===== config.mk =====
export PLATFORM = sky130hd
export DESIGN_NAME = fll_regs
export DESIGN_NICKNAME = d
export VERILOG_FILES = /design/src/rtl/fll_pkg.sv /design/src/rtl/fll_core_if.sv /design/src/rtl/fll_engine.sv /design/src/rtl/fll_regs.sv
export SDC_FILE = /design/constraint.sdc
export NUM_CORES = 1
export LEC_CHECK = 0
export BUFFER_PORTS_ARGS = -buffer_cell sky130_fd_sc_hd__buf_4
export CORE_UTILIZATION = 35
export DETAILED_ROUTE_END_ITERATION = 12
export PLACE_DENSITY = 0.6
export SLEW_MARGIN = 40
export SYNTH_ARGS = -nofsm -noshare
export SYNTH_HDL_FRONTEND = slang
export SYNTH_HIERARCHICAL = 1
export SYNTH_SLANG_ARGS = --single-unit

===== constraint.sdc =====
create_clock -name clk -period 22.6 [get_ports clk]
set_input_delay 1.13 -clock clk [delete_from_list [all_inputs] [get_ports clk]]
set_output_delay 1.13 -clock clk [all_outputs]
set_load 0.02 [all_outputs]

===== src/rtl/fll_pkg.sv =====
package fll_pkg;
  localparam logic [2:0] REG_CONF = 3'h0;
  localparam logic [2:0] REG_MUL = 3'h1;
  localparam logic [2:0] REG_STEP = 3'h2;
  localparam logic [2:0] REG_SPREAD = 3'h3;
  localparam logic [2:0] REG_RATIO = 3'h4;
  localparam logic [2:0] REG_SYNC = 3'h5;
  localparam logic [31:0] RESET_WORD = 32'h0000_0000;
  localparam int CONF_EN = 0;
  localparam int CONF_MODE = 1;
  localparam int CONF_DITHER = 2;
  localparam int CONF_WAKE_DROP = 3;
  localparam int CONF_CHILL = 5;
  localparam int CONF_QUICK = 6;
  localparam int FINE_LO = 8;
  localparam int FINE_W = 9;
  localparam int COARSE_LO = 24;
  localparam int COARSE_W = 8;
  localparam int MUL_W = 32;
  localparam int STEP_FINE_LO = 16;
  localparam int STEP_COARSE_LO = 0;
  localparam int SPR_EN = 0;
  localparam int SPR_RAND = 1;
  localparam int SPR_AMP_LO = 8;
  localparam int SPR_INC_LO = 16;
  localparam int FIELD5_W = 5;
  localparam int RATIO_ERR_LO = 16;
  localparam int ERR_W = 16;
  localparam int EXP_LO = 0;
  localparam int SYNC_BIT = 0;
  localparam int FRAC_SHIFT = 16;
  localparam int FINE_SHIFT = 8;
  localparam int DITH_W = 8;
  localparam int DITH_FRAC_LO = 8;
  localparam int CNT_W = 32;
  localparam int ACC_W = 49;
  localparam logic [8:0] COARSE_MAX = 9'h0ff;
  localparam logic [8:0] FINE_MAX = 9'h1ff;
  typedef enum logic [1:0] {
    FLL_IDLE = 2'b00,
    FLL_COUNT = 2'b01,
    FLL_CALC = 2'b11
  } fll_state_t;
endpackage : fll_pkg


===== src/rtl/fll_core_if.sv =====
`timescale 1ns/10ps
interface fll_core_if;
  logic ref_tick;
  logic osc_tick;
  logic run;
  logic drop_locks;
  logic [4:0] window_exp;
  logic [31:0] mul;
  logic [7:0] coarse_max;
  logic [8:0] fine_max;
  logic [7:0] coarse;
  logic [8:0] fine;
  logic upd;
  logic [7:0] coarse_new;
  logic [8:0] fine_new;
  logic [15:0] err;
  logic lock_c;
  logic lock_f;
  modport core (input ref_tick, osc_tick, run, drop_locks, window_exp, mul, coarse_max,
    fine_max, coarse, fine, output upd, coarse_new, fine_new, err, lock_c, lock_f);
  modport ctl (output ref_tick, osc_tick, run, drop_locks, window_exp, mul, coarse_max,
    fine_max, coarse, fine, input upd, coarse_new, fine_new, err, lock_c, lock_f);
endinterface : fll_core_if


===== src/rtl/fll_engine.sv =====
`timescale 1ns/10ps
module fll_engine (
  input wire logic clk,
  input wire logic nrst,
  fll_core_if.core cif
);
  fll_pkg::fll_state_t state_reg;
  fll_pkg::fll_state_t state_next;
  logic [31:0] ref_cnt_reg;
  logic [31:0] osc_cnt_reg;
  logic upd_reg;
  logic [7:0] coarse_new_reg;
  logic [8:0] fine_new_reg;
  logic [15:0] err_reg;
  logic lock_c_reg;
  logic lock_f_reg;

  function automatic logic [8:0] cap(input logic [48:0] mag, input logic [8:0] lim);
    cap = (mag > {40'h00_0000_0000, lim}) ? lim : mag[8:0];
  endfunction : cap

  function automatic logic [8:0] move(input logic [8:0] cur, input logic [8:0] stp,
                                      input logic down, input logic [8:0] top);
    logic [9:0] sum;
    sum = 10'h000;
    if (down) begin
      move = (cur < stp) ? 9'h000 : cur - stp;
    end else begin
      sum = {1'b0, cur} + {1'b0, stp};
      move = (sum > {1'b0, top}) ? top : sum[8:0];
    end
  endfunction : move

  function automatic logic [48:0] mag49(input logic [48:0] v);
    mag49 = v[48] ? (~v + 49'h0_0000_0000_0001) : v;
  endfunction : mag49

  // Window is 2^exp reference cycles
  wire [31:0] win_last = (32'h0000_0001 << cif.window_exp) - 32'h0000_0001;
  wire win_done = cif.ref_tick && (ref_cnt_reg == win_last);
  wire [48:0] meas = {1'b0, osc_cnt_reg, 16'h0000} >> cif.window_exp;
  wire [48:0] err_full = meas - {17'h0_0000, cif.mul};
  wire [48:0] err_int = {{fll_pkg::FRAC_SHIFT{err_full[48]}}, err_full[48:fll_pkg::FRAC_SHIFT]};
  wire [48:0] err_fin = {{fll_pkg::FINE_SHIFT{err_full[48]}}, err_full[48:fll_pkg::FINE_SHIFT]};
  wire int_zero = (err_int == 49'h0_0000_0000_0000);
  wire fin_zero = (err_fin == 49'h0_0000_0000_0000);
  wire sat_hi = !err_int[48] && (err_int[47:15] != 33'h0_0000_0000);
  wire sat_lo = err_int[48] && (err_int[47:15] != {33{1'b1}});
  wire [15:0] err_sat = sat_hi ? 16'h7fff : (sat_lo ? 16'h8000 : err_int[15:0]);
  // Fast oscillator gives positive error, so codes move down
  wire [8:0] c_step = cap(mag49(err_int), {1'b0, cif.coarse_max});
  wire [8:0] f_step = cap(mag49(err_fin), cif.fine_max);
  wire [8:0] c_move = move({1'b0, cif.coarse}, c_step, err_full[48] == 1'b0, fll_pkg::COARSE_MAX);
  wire [8:0] f_move = move(cif.fine, f_step, err_full[48] == 1'b0, fll_pkg::FINE_MAX);

  always_comb begin
    state_next = state_reg;
    case (state_reg)
      fll_pkg::FLL_IDLE: state_next = cif.run ? fll_pkg::FLL_COUNT : fll_pkg::FLL_IDLE;
      fll_pkg::FLL_COUNT: begin
        if (!cif.run) state_next = fll_pkg::FLL_IDLE;
        else if (win_done) state_next = fll_pkg::FLL_CALC;
      end
      fll_pkg::FLL_CALC: state_next = cif.run ? fll_pkg::FLL_COUNT : fll_pkg::FLL_IDLE;
      default: state_next = fll_pkg::FLL_IDLE;
    endcase
  end

  always_ff @(posedge clk) begin
    if (!nrst) begin
      state_reg <= fll_pkg::FLL_IDLE;
      ref_cnt_reg <= 32'h0000_0000;
      osc_cnt_reg <= 32'h0000_0000;
    end else begin
      state_reg <= state_next;
      ref_cnt_reg <= (state_reg != fll_pkg::FLL_COUNT) ? 32'h0000_0000 :
                     ref_cnt_reg + {31'h0000_0000, cif.ref_tick};
      osc_cnt_reg <= (state_reg != fll_pkg::FLL_COUNT) ? 32'h0000_0000 :
                     osc_cnt_reg + {31'h0000_0000, cif.osc_tick};
    end
  end

  // Coarse first, then fine once the integer error is zero
  always_ff @(posedge clk) begin
    if (!nrst) begin
      upd_reg <= 1'b0;
      coarse_new_reg <= 8'h00;
      fine_new_reg <= 9'h000;
      err_reg <= 16'h0000;
      lock_c_reg <= 1'b0;
      lock_f_reg <= 1'b0;
    end else begin
      upd_reg <= (state_reg == fll_pkg::FLL_CALC) && cif.run;
      if (state_reg == fll_pkg::FLL_CALC) begin
        err_reg <= err_sat;
        coarse_new_reg <= int_zero ? cif.coarse : c_move[7:0];
        fine_new_reg <= int_zero ? f_move : cif.fine;
      end
      if (cif.drop_locks || !cif.run) begin
        lock_c_reg <= 1'b0;
        lock_f_reg <= 1'b0;
      end else if (state_reg == fll_pkg::FLL_CALC) begin
        lock_c_reg <= int_zero;
        lock_f_reg <= int_zero && fin_zero;
      end
    end
  end

  assign cif.upd = upd_reg;
  assign cif.coarse_new = coarse_new_reg;
  assign cif.fine_new = fine_new_reg;
  assign cif.err = err_reg;
  assign cif.lock_c = lock_c_reg;
  assign cif.lock_f = lock_f_reg;
endmodule : fll_engine


===== src/rtl/fll_regs.sv =====
`timescale 1ns/10ps
module fll_regs (
  input wire logic clk,
  input wire logic nrst,
  input wire logic [2:0] reg_addr,
  input wire logic reg_wr,
  input wire logic reg_rd,
  input wire logic [31:0] reg_wdata,
  output logic [31:0] reg_rdata,
  input wire logic ref_tick,
  input wire logic osc_tick,
  input wire logic wake_event,
  output logic loop_enable,
  output logic closed_loop,
  output logic [7:0] coarse_out,
  output logic [8:0] fine_out,
  output logic quick_lock_en,
  output logic chill_cycle_en,
  output logic spread_generator_en,
  output logic pseudo_random_interval,
  output logic [4:0] spread_increment,
  output logic [4:0] spread_amplitude,
  output logic lock_coarse,
  output logic lock_fine,
  output logic sync_ready
);
  fll_core_if cif ();

  logic [31:0] conf_reg;
  logic [7:0] coarse_reg;
  logic [8:0] fine_reg;
  logic [31:0] mul_reg;
  logic [31:0] step_reg;
  logic [31:0] spread_reg;
  logic [4:0] exp_reg;
  logic [7:0] sh_coarse_reg;
  logic [8:0] sh_fine_reg;
  logic [15:0] sh_err_reg;
  logic sync_pend_reg;
  logic ready_reg;
  logic [31:0] rdata_reg;
  logic [7:0] dith_acc_reg;
  logic [8:0] fine_out_reg;
  logic [7:0] coarse_out_reg;
  logic [31:0] outs_reg;
  logic [31:0] spread_out_reg;
  logic lock_c_reg;
  logic lock_f_reg;

  wire wr_conf = reg_wr && (reg_addr == fll_pkg::REG_CONF);
  wire wr_mul = reg_wr && (reg_addr == fll_pkg::REG_MUL);
  wire wr_step = reg_wr && (reg_addr == fll_pkg::REG_STEP);
  wire wr_spread = reg_wr && (reg_addr == fll_pkg::REG_SPREAD);
  wire wr_ratio = reg_wr && (reg_addr == fll_pkg::REG_RATIO);
  wire wr_sync = reg_wr && (reg_addr == fll_pkg::REG_SYNC) && reg_wdata[fll_pkg::SYNC_BIT];
  wire en_bit = conf_reg[fll_pkg::CONF_EN];
  wire closed = conf_reg[fll_pkg::CONF_MODE];
  wire run = en_bit && closed;
  wire [7:0] wr_coarse = reg_wdata[fll_pkg::COARSE_LO +: fll_pkg::COARSE_W];
  wire [8:0] wr_fine = reg_wdata[fll_pkg::FINE_LO +: fll_pkg::FINE_W];
  // Control bits only; calibration fields live in their own registers
  wire [31:0] conf_mask = (32'h0000_0001 << fll_pkg::CONF_EN) |
                          (32'h0000_0001 << fll_pkg::CONF_MODE) |
                          (32'h0000_0001 << fll_pkg::CONF_DITHER) |
                          (32'h0000_0001 << fll_pkg::CONF_WAKE_DROP) |
                          (32'h0000_0001 << fll_pkg::CONF_CHILL) |
                          (32'h0000_0001 << fll_pkg::CONF_QUICK);
  wire [31:0] step_mask = ({23'h00_0000, fll_pkg::FINE_MAX} << fll_pkg::STEP_FINE_LO) |
                          ({23'h00_0000, fll_pkg::COARSE_MAX} << fll_pkg::STEP_COARSE_LO);
  wire [31:0] spread_mask = (32'h0000_001f << fll_pkg::SPR_INC_LO) |
                            (32'h0000_001f << fll_pkg::SPR_AMP_LO) |
                            (32'h0000_0001 << fll_pkg::SPR_RAND) |
                            (32'h0000_0001 << fll_pkg::SPR_EN);

  // Closed loop reads the synchronised snapshot, never the moving value
  wire [7:0] rd_coarse = closed ? sh_coarse_reg : coarse_reg;
  wire [8:0] rd_fine = closed ? sh_fine_reg : fine_reg;
  wire [15:0] rd_err = closed ? sh_err_reg : 16'h0000;
  wire [31:0] conf_word = (conf_reg & conf_mask) |
                          ({24'h00_0000, rd_coarse} << fll_pkg::COARSE_LO) |
                          ({23'h00_0000, rd_fine} << fll_pkg::FINE_LO);
  wire [31:0] ratio_word = ({16'h0000, rd_err} << fll_pkg::RATIO_ERR_LO) |
                           ({27'h000_0000, exp_reg} << fll_pkg::EXP_LO);
  wire [31:0] rd_word = (reg_addr == fll_pkg::REG_CONF) ? conf_word :
                        (reg_addr == fll_pkg::REG_MUL) ? mul_reg :
                        (reg_addr == fll_pkg::REG_STEP) ? step_reg :
                        (reg_addr == fll_pkg::REG_SPREAD) ? spread_reg :
                        (reg_addr == fll_pkg::REG_RATIO) ? ratio_word : fll_pkg::RESET_WORD;

  // Dither carry from the fractional factor; sub-LSB on average
  wire [8:0] dith_sum = {1'b0, dith_acc_reg} +
                        {1'b0, mul_reg[fll_pkg::DITH_FRAC_LO +: fll_pkg::DITH_W]};
  wire dith_on = conf_reg[fll_pkg::CONF_DITHER] && en_bit;
  wire dith_carry = dith_on && dith_sum[fll_pkg::DITH_W] && (fine_reg != fll_pkg::FINE_MAX);

  assign cif.ref_tick = ref_tick;
  assign cif.osc_tick = osc_tick;
  assign cif.run = run;
  assign cif.drop_locks = wake_event && conf_reg[fll_pkg::CONF_WAKE_DROP];
  assign cif.window_exp = exp_reg;
  assign cif.mul = mul_reg;
  assign cif.coarse_max = step_reg[fll_pkg::STEP_COARSE_LO +: fll_pkg::COARSE_W];
  assign cif.fine_max = step_reg[fll_pkg::STEP_FINE_LO +: fll_pkg::FINE_W];
  assign cif.coarse = coarse_reg;
  assign cif.fine = fine_reg;

  fll_engine u_engine (
    .clk(clk),
    .nrst(nrst),
    .cif(cif.core)
  );

  always_ff @(posedge clk) begin
    if (!nrst) begin
      conf_reg <= fll_pkg::RESET_WORD;
      mul_reg <= fll_pkg::RESET_WORD;
      step_reg <= fll_pkg::RESET_WORD;
      spread_reg <= fll_pkg::RESET_WORD;
      exp_reg <= 5'h00;
    end else begin
      if (wr_conf) conf_reg <= reg_wdata & conf_mask;
      if (wr_mul && closed) mul_reg <= reg_wdata;
      if (wr_step) step_reg <= reg_wdata & step_mask;
      if (wr_spread) spread_reg <= reg_wdata & spread_mask;
      if (wr_ratio) exp_reg <= reg_wdata[fll_pkg::EXP_LO +: fll_pkg::FIELD5_W];
    end
  end

  // Bus owns calibration in open loop, the engine in closed loop
  always_ff @(posedge clk) begin
    if (!nrst) begin
      coarse_reg <= 8'h00;
      fine_reg <= 9'h000;
    end else if (!closed && wr_conf) begin
      coarse_reg <= wr_coarse;
      fine_reg <= wr_fine;
    end else if (closed && cif.upd) begin
      coarse_reg <= cif.coarse_new;
      fine_reg <= cif.fine_new;
    end
  end

  // Snapshot one cycle after the sync write; ready set wins over clear
  always_ff @(posedge clk) begin
    if (!nrst) begin
      sync_pend_reg <= 1'b0;
      ready_reg <= 1'b0;
      sh_coarse_reg <= 8'h00;
      sh_fine_reg <= 9'h000;
      sh_err_reg <= 16'h0000;
    end else begin
      sync_pend_reg <= wr_sync;
      if (sync_pend_reg) begin
        sh_coarse_reg <= coarse_reg;
        sh_fine_reg <= fine_reg;
        sh_err_reg <= cif.err;
        ready_reg <= 1'b1;
      end else if (wr_sync) begin
        ready_reg <= 1'b0;
      end
    end
  end

  always_ff @(posedge clk) begin
    if (!nrst) begin
      rdata_reg <= fll_pkg::RESET_WORD;
      dith_acc_reg <= 8'h00;
      fine_out_reg <= 9'h000;
      coarse_out_reg <= 8'h00;
      outs_reg <= fll_pkg::RESET_WORD;
      spread_out_reg <= fll_pkg::RESET_WORD;
      lock_c_reg <= 1'b0;
      lock_f_reg <= 1'b0;
    end else begin
      if (reg_rd) rdata_reg <= rd_word;
      dith_acc_reg <= dith_on ? dith_sum[fll_pkg::DITH_W-1:0] : 8'h00;
      fine_out_reg <= fine_reg + {8'h00, dith_carry};
      coarse_out_reg <= coarse_reg;
      outs_reg <= conf_reg;
      spread_out_reg <= spread_reg;
      lock_c_reg <= cif.lock_c;
      lock_f_reg <= cif.lock_f;
    end
  end

  // One output copy per register, since both use bits 0 and 1
  assign reg_rdata = rdata_reg;
  assign loop_enable = outs_reg[fll_pkg::CONF_EN];
  assign closed_loop = outs_reg[fll_pkg::CONF_MODE];
  assign coarse_out = coarse_out_reg;
  assign fine_out = fine_out_reg;
  assign quick_lock_en = outs_reg[fll_pkg::CONF_QUICK];
  assign chill_cycle_en = outs_reg[fll_pkg::CONF_CHILL];
  assign spread_generator_en = spread_out_reg[fll_pkg::SPR_EN];
  assign pseudo_random_interval = spread_out_reg[fll_pkg::SPR_RAND];
  assign spread_increment = spread_out_reg[fll_pkg::SPR_INC_LO +: fll_pkg::FIELD5_W];
  assign spread_amplitude = spread_out_reg[fll_pkg::SPR_AMP_LO +: fll_pkg::FIELD5_W];
  assign lock_coarse = lock_c_reg;
  assign lock_fine = lock_f_reg;
  assign sync_ready = ready_reg;
endmodule : fll_regs


Yosys cells after proc, flatten, opt, wreduce, memory -nomap -nowiden
Cells that the tools add are included.
Word-level totals
  word-level logic and storage cells: 134
  output and inout port bits: 68
  bits of input ports: 42
  register bits: 303
Operators by class
  bitwise gates (word level): 6
  $lt $le $gt $ge: 6
  muxes and demuxes: 32
  eq/ne operators: 12
  shift-type cells: 2
  add/subtract/negate cells: 12
  reduce and logical (&&, ||, !) cells: 35
Operator list (count)
  $mux W32: 5
  $add A49 B1 Y49 const B: 2
  $logic_not A49 Y1: 2
  $mux W49: 2
  $not A49 Y49: 2
  $mux W9: 9
  $add A32 B1 Y32: 2
  $mux W8: 7
  $gt A49 B8 Y1: 1
  $gt A49 B9 Y1: 1
  $shr A48 B5 Y49: 1
  $sub A49 B32 Y49: 1
  $mux W16: 3
  $ne A33 B33 Y1 const B: 1
  $reduce_bool A33 Y1: 1
  $eq A32 B32 Y1: 1
  $or A32 B17 Y32: 1
  $or A32 B5 Y32: 1
  $or A7 B32 Y32: 1
  $shl A1 B5 Y32 const A: 1
  $sub A32 B1 Y32 const B: 1
  $logic_and A1 B1 Y1: 20
  $add A8 B9 Y10: 1
  $add A9 B9 Y10: 1
  27 further kinds: 37

Longest topological paths before layout
Gate-level depths: netlist (run 1).
  word-level depth: 12
  depth in mapped cells: 56
  gate-level depth less buffers: 47

By module
Netlist (run 1), hierarchy kept.
By module, submodules not included
  fll_engine: times used 1, area each 13436.6 um^2, sequential area each 2042.0 um^2, cells each 1849
  fll_regs: times used 1, area each 8195.4 um^2, sequential area each 3983.8 um^2, cells each 937

Worst setup path before layout (run 1)
Ideal clock, no wire load.
  kind: register -> register
  from: reg exp_reg[1] (netlist: cif.window_exp[1])
  to: reg u_engine.coarse_new_reg[6] (netlist: u_engine/cif.coarse_new[6])
  arrival time: 10.574 ns
  buffers on the path: 11
  cell stages (with the launch flop): 51
  setup slack: 11.912 ns
  clock period less this slack: 10.688 ns
  library setup time: 0.115 ns
  data required time: 22.485 ns
  cells stage by stage: dfxtp_1 > buf_4 > buf_8 > clkbuf_1 > clkbuf_1 > buf_1 > buf_1 > mux2_2 > mux2i_1 > mux2i_1 > a221oi_1 > a21oi_1 > ha_1 > clkbuf_1 > nand2_1 > o21ai_0 > a21oi_1 > nand4_1 > (+15 left out) > nor2b_1 > o22ai_1 > o2111ai_1 > nor4_4 > buf_6 > mux2_1 > ha_1 > inv_1 > a21oi_1 > o21bai_1 > a21o_1 > a21o_1 > a21oi_1 > o21bai_1 > a221o_1 > a211oi_1 > nor3_1 > o21a_1
On the way
  longest elaborated chain between the ends: 12
  elaborated cells on any way between the ends: 16
  those cells by class: add/sub: 4; order compare: 3; shift: 1; mux: 6; bitwise: 1; reduce/logical: 1
Ends and longest elaborated chain
  start, declared: RTL line fll_regs.sv:35  | logic [4:0] exp_reg;
  start signal, assigned: RTL line fll_regs.sv:125  | if (wr_ratio) exp_reg <= reg_wdata[fll_pkg::EXP_LO +: fll_pkg::FIELD5_W];
  $shr A48 B5 Y49 (*): RTL line fll_engine.sv:41  | wire [48:0] meas = {1'b0, osc_cnt_reg, 16'h0000} >> cif.window_exp;
  $sub A49 B32 Y49 (*): RTL line fll_engine.sv:42  | wire [48:0] err_full = meas - {17'h0_0000, cif.mul};
  $not A49 Y49: RTL line fll_engine.sv:35  | mag49 = v[48] ? (~v + 49'h0_0000_0000_0001) : v;
  $add A49 B1 Y49: RTL line fll_engine.sv:35
  $mux W49: RTL line fll_engine.sv:35
  $gt A49 B8 Y1: RTL line fll_engine.sv:19  | cap = (mag > {40'h00_0000_0000, lim}) ? lim : mag[8:0];
  $mux W9: RTL line fll_engine.sv:19
  $add A8 B9 Y10: RTL line fll_engine.sv:29  | sum = {1'b0, cur} + {1'b0, stp};
  $gt A10 B8 Y1: RTL line fll_engine.sv:30  | move = (sum > {1'b0, top}) ? top : sum[8:0];
  $mux W8: RTL line fll_engine.sv:30
  $mux W8: RTL line fll_engine.sv:26  | if (down) begin
  $mux W8 (*): RTL line fll_engine.sv:96  | coarse_new_reg <= int_zero ? cif.coarse : c_move[7:0];
  end signal, assigned: RTL line fll_engine.sv:96
  end, declared: RTL line fll_engine.sv:12  | logic [7:0] coarse_new_reg;
Every way passes the cells marked *; elsewhere a longest branch is shown, timed or not.
A chain may end at the register's enable or synchronous reset.

Final worst setup path (run 1)
Ends and elaborated chain as after synthesis.

==> impl_metrics.ini, run 1 <==
[floorplanning]
start_util = 0.356
die-width_um = 251
ios = 110
core_area_mm2 = 0.0607
die_height_um = 251
die-area_mm2 = 0.0628
rows = 90

[yosys]
ys_dominant_reg_cell = dfxtp_1
async_flop_share = 0
syn_inst = 2786
synth_top_area_frac = 0.279
yosys.area.top_type = dfxtp_1
ys_seq_area_frac = 0.279
ys_ff_latch = 301
postSynthAreaPerCell_um2 = 7.76
synth_nets = 2933
yosys-top-cells-area = dfxtp_1, nand2_1, mux2i_1
synth_warnings = 6
ys_types = 102
synth-edff-count = 0
synth_area_mm2 = 0.0216

[placed_design]
globalplace.congestion = 1.02
place.port_buffers = 109
dp_hpwl_um = 60400
placedInstanceArea_mm2 = 0.0229
dp_slack_ns = 11.66

[clocking]
cts.path.max_buffers = 3
postCtsSetupBuffers = 0
cts_tree = done
cts_made_buffers = 35
htreeDepth = 2
cts_sinks = 301
cts_root_buf = clkbuf_16
cts_hold_buf = 0
clock_latency_ns = 0.57
cts.repair.resized = 0
clk_transition_reported_paths_ns = 0.06

[routing]
wl_per_cell_um = 22.4
drtIter0Drc = 2211
vias = 21500
viasPerCell = 6.02
ant_nets = 0
first_pass_iters = 6
drt-total-wl_um = 80200
drc = 0

[grt]
antenna_found_initial = 0
grt_max_degree = 82
grt_pass1_wl_um = 122000
grt_overflow_total = 0
grt_use_total = 0.249
grt_pass1_vias = 20200

[pwr]
power.density_mw_per_mm2 = 63.0
ir_drop_mv = 0.0446
p_leak_nw = 9.00

[worst_hold_path]
hold_class = flip-flop to flip-flop

[timing]
period_needed_ns = 10.97
timing.final.ws_setup_ns = 11.63
slew_headroom = 0.361
finalHoldViolations = 0
timing.hold.ws_ns = 0.467
fmax_mhz = 91.2
setup_viol_count_final = 0
worst_pin_slew_ns = 0.949
tns_ns = 0
finClkSkew_ns = 0.0384
slew_violations = 0
rsz0062_at_grt = false
fin_crit_sh = 0.485

[critical_path]
critical_path.slowest_cell = o311ai_1
critPathLaunchType = flip-flop
required_ns = 23.04
end_kind = flip-flop
cp.arrival_ns = 11.41
crit_top_cell = o21ai_0
cpPeakStageDelay_ns = 0.71
crit_type = flip-flop to flip-flop
cp_max_fo = 72

[final_layout]
final_cell_mix = nand2_1, dfxtp_1, nor2_1, a21oi_1, mux2i_1
nNetsFinal = 2915
final_area_mm2 = 0.0240
drive_gt1_frac = 0.107
syn2layout_area_growth_pct = 11.0
mostFrequentLayoutCell = nand2_1

[status]
status = finished, final reports clean

[flow_run]
maxCapViolations = 0
worst max-delay path: cells and delay by family (launching register included):
family          cells  cell delay (ns)
compound gates     23             5.38
fa+ha+maj           3             1.08
buf+inv             4             1.13
flops               1             0.32
mux                 2             0.79
simple gates       11             2.07
final cells by class:
class                           count  area (um2)
Sequential cell                   301        6040
Multi-Input combinational cell   2197       14500
Clock inverter                     15         148
Fill cell                        6205       36700
Inverter                          100         380
Antenna cell                        1        2.50
Timing Repair Buffer              133        1000
Clock buffer                       45         983
Tap cell                          782         978
routing by layer:
layer	vias up	track usage	routed length, um
met3	184	0.0310	5350
li1	10000	-	-
met1	10400	0.340	35800
met5	-	0	0
met2	949	0.391	35500
met4	0	0.108	3660
power breakdown:
group / total (mW) / leakage (nW) / internal, mW / switching [mW]
Sequential: 0.542 / 2.43 / 0.535 / 0.00647
Combinational: 0.398 / 5.99 / 0.138 / 0.260
Clock: 0.573 / 0.571 / 0.331 / 0.241
Total: 1.51 / 9.00 / 1.00 / 0.508
per-stage QoR:
step	total power [mW]	utilization	instances
final	1.51	0.396	3574
after CTS	1.51	0.395	3573
after floorplan	0.820	-	2786
after global routing	1.57	0.396	3573
after global placement	0.942	0.376	3512
after detailed placement	0.939	0.377	3513
cells in the mapped netlist (20+ instances only):
master,n
o21ai_0,135
xor2_1,58
o22ai_1,31
xnor2_1,58
mux2_2,34
and2_1,51
o21bai_1,24
nand3_1,81
a22o_1,34
ha_1,101
nand4_1,49
dfxtp_1,301
or3_1,24
nor3_1,37
a211oi_1,42
buf_1,21
nor2_1,277
inv_1,98
nand2_1,364
nor2b_1,38
clkbuf_1,144
mux2i_1,135
and3_1,34
a21oi_1,219
a21o_1,21
o21a_1,20
kinds of logic (layout without fill, tap and decap cells):
group                      Yosys count  in the layout  share of synthesized area
and+or+nand+nor                   1050           1050                      0.230
xor gates and xnor gates           117            117                     0.0477
other                                0              1                          0
AOI/OAI and AO/OA                  734            734                      0.228
buffers and inverters              288            293                     0.0537
adders and majority gates          105            105                     0.0621
muxes                              191            191                     0.0999
DFF                                301            301                      0.279
path summary, 6_finish.rpt:
path                                       start                                 endpoint  slack (ns)  depth (start not counted)
hold / removal       spread_reg[20]$_SDFFE_PN0P_              spread_reg[20]$_SDFFE_PN0P_        0.47                          2
setup / recovery  cif.window_exp[1]$_SDFFE_PN0P_  u_engine/cif.coarse_new[6]$_SDFFE_PN0N_       11.63                         43
setup reg to reg  cif.window_exp[1]$_SDFFE_PN0P_  u_engine/cif.coarse_new[6]$_SDFFE_PN0N_       11.63                         43
hold reg to reg      spread_reg[20]$_SDFFE_PN0P_              spread_reg[20]$_SDFFE_PN0P_        0.47                          2
Power figures use the tool's default switching activity.
==> inputs of run 2 (changes only) <==
==> constraint.sdc (replaced) <==
create_clock -name clk -period 11.2 [get_ports clk]
set_input_delay 0.56 -clock clk [delete_from_list [all_inputs] [get_ports clk]]
set_output_delay 0.56 -clock clk [all_outputs]
set_load 0.02 [all_outputs]
==> run 2 against run 1 <==
Utilization up 0.34 points. Power increased by 110%. Register-to-register slack worse by 11 ns. Clock skew grew 0.00067 ns. Clock-buffer cell count increased by 11. Critical path depth down 4. Final cell count grew 0.42%. Sequential share of layout area is 0.19 points lower. Cell area grew 0.85%. Worst setup slack worse by 11 ns. Worst hold slack worse by 0.22 ns.
==> impl_metrics.ini, run 2 (synthesis results as in run 1) <==
[status]
status = finished, final reports clean

[clocking]
cts_tree = done
cts.path.max_buffers = 3
clk_transition_reported_paths_ns = 0.07
cts_hold_buf = 0
cts_made_buffers = 37
htreeDepth = 2
clock_latency_ns = 0.59
cts_sinks = 301
cts_root_buf = clkbuf_16

[critical_path]
end_kind = flip-flop
required_ns = 11.66
crit_family = compound AO/OA/AOI/OAI gates
critical_path_buf_inv_count = 2
critPathLaunchType = flip-flop
cp.arrival_ns = 10.94
cpPeakStageDelay_ns = 0.66
crit_top_cell = o21ai_0
cp_max_fo = 35
critical_path.slowest_cell = o21ai_0
crit_type = flip-flop to flip-flop

[floorplanning]
core_area_mm2 = 0.0607
start_util = 0.356
ios = 110
die-width_um = 251
die-area_mm2 = 0.0628
rows = 90
die_height_um = 251

[timing]
finalHoldViolations = 0
tns_ns = 0
setup_viol_count_final = 0
period_needed_ns = 10.48
finClkSkew_ns = 0.0391
slew_headroom = 0.440
fin_crit_sh = 0.936
fmax_mhz = 95.4
rsz0062_at_grt = false
worst_pin_slew_ns = 0.834
slew_violations = 0

[final_layout]
syn2layout_area_growth_pct = 12.0
drive_gt1_frac = 0.112
nNetsFinal = 2924
final_cells = 3589
mostFrequentLayoutCell = nand2_1
post-route-util = 0.399
final_cell_mix = nand2_1, dfxtp_1, nor2_1, a21oi_1, buf_4

[routing]
wl_per_cell_um = 22.3
first_pass_iters = 9
drt-total-wl_um = 80200
viasPerCell = 5.96
vias = 21400
drtIter0Drc = 2079
drc = 0
ant_nets = 0

[placed_design]
dp_hpwl_um = 61000
place_inst = 3520
place.port_buffers = 109
globalplace.congestion = 1.02

[pwr]
p_leak_nw = 9.09
intPower_mw = 2.07
p_seq_frac = 0.350
pwr-share-clk = 0.391
ir_drop_mv = 0.112
power.density_mw_per_mm2 = 129
combinationalPowerShare = 0.259
sw_frac_of_total = 0.339
p_switching_mw = 1.06

[grt]
antenna_found_initial = 0
grt_use_total = 0.249
grt_overflow_total = 0
grt_pass1_wl_um = 122000
grt_max_degree = 83
grt_pass1_vias = 20300

[worst_hold_path]
hold_class = primary input to flip-flop

[flow_run]
maxCapViolations = 0
[run 2: cell count changes in the layout (fill, tap and decap cells not counted), moves of 3 or more]
cell and change:
buf_4 +7, clkbuf_8 +6, clkinv_2 -5, clkbuf_1 +3, clkinv_4 +3, inv_6 -3
[run 2: metrics by stage]
step	cell area (um2)	setup WS [ns]	hold slack, ns	power (mW)
floorplan	21600	0.512	0.434	1.66
global placement	22900	0.989	0.452	1.90
detailed placement	23000	0.835	0.453	1.90
CTS	24200	0.797	0.210	3.14
global route	24200	0.249	0.246	3.26
finish	24200	0.719	0.250	3.13
[run 2: worst paths after layout]
| path | start | to | slack, ns | depth (start not counted) |
|---|---|---|---|---|
| setup reg to reg | cif.window_exp[1]$_SDFFE_PN0P_ | u_engine/cif.coarse_new[6]$_SDFFE_PN0N_ | 0.72 | 39 |
| hold reg to reg | spread_reg[20]$_SDFFE_PN0P_ | spread_out_reg[20]$_SDFF_PN0_ | 0.46 | 1 |
| hold / removal | reg_wdata[7] | step_reg[7]$_SDFFE_PN0P_ | 0.25 | 3 |
| setup / recovery | cif.window_exp[1]$_SDFFE_PN0P_ | u_engine/cif.coarse_new[6]$_SDFFE_PN0N_ | 0.72 | 39 |
[run 2: cell type report]
class                           instances  area, um2
Inverter                              100        378
Timing Repair Buffer                  140       1050
Fill cell                            6135      36500
Clock buffer                           56       1130
Clock inverter                         12        125
Multi-Input combinational cell       2197      14500
Tap cell                              782        978
Antenna cell                            1       2.50
Sequential cell                       301       6040
[run 2: worst reg2reg max path: cells and delay by family (launching register included)]
family | cells | cell delay (ns)
compound gates | 24 | 5.99
fa+ha+maj | 3 | 1.29
buf+inv | 2 | 0.31
flops | 1 | 0.61
mux | 2 | 0.84
simple gates | 8 | 1.29
[run 2: power groups by stage]
stage                     clock network [mW]  logic, mW  registers [mW]
after floorplan                            0      0.540            1.11
after global placement                     0      0.781            1.12
after detailed placement                   0      0.786            1.12
after CTS                               1.25      0.791            1.10
after global routing                    1.29      0.872            1.10
final                                   1.22      0.811            1.10
[run 2: repair_timing]
action	in CTS	in global routing
resized for setup	0	1
buffers inserted	0	0
setup endpoints to repair	0	1
[run 2: layer usage]
metal,vias to the layer above,global-route usage,share of wire
met1,10300,0.332,0.43
met5,-,0,0
met2,902,0.400,0.45
met4,0,0.108,0.047
met3,175,0.0340,0.068
li1,10000,-,-
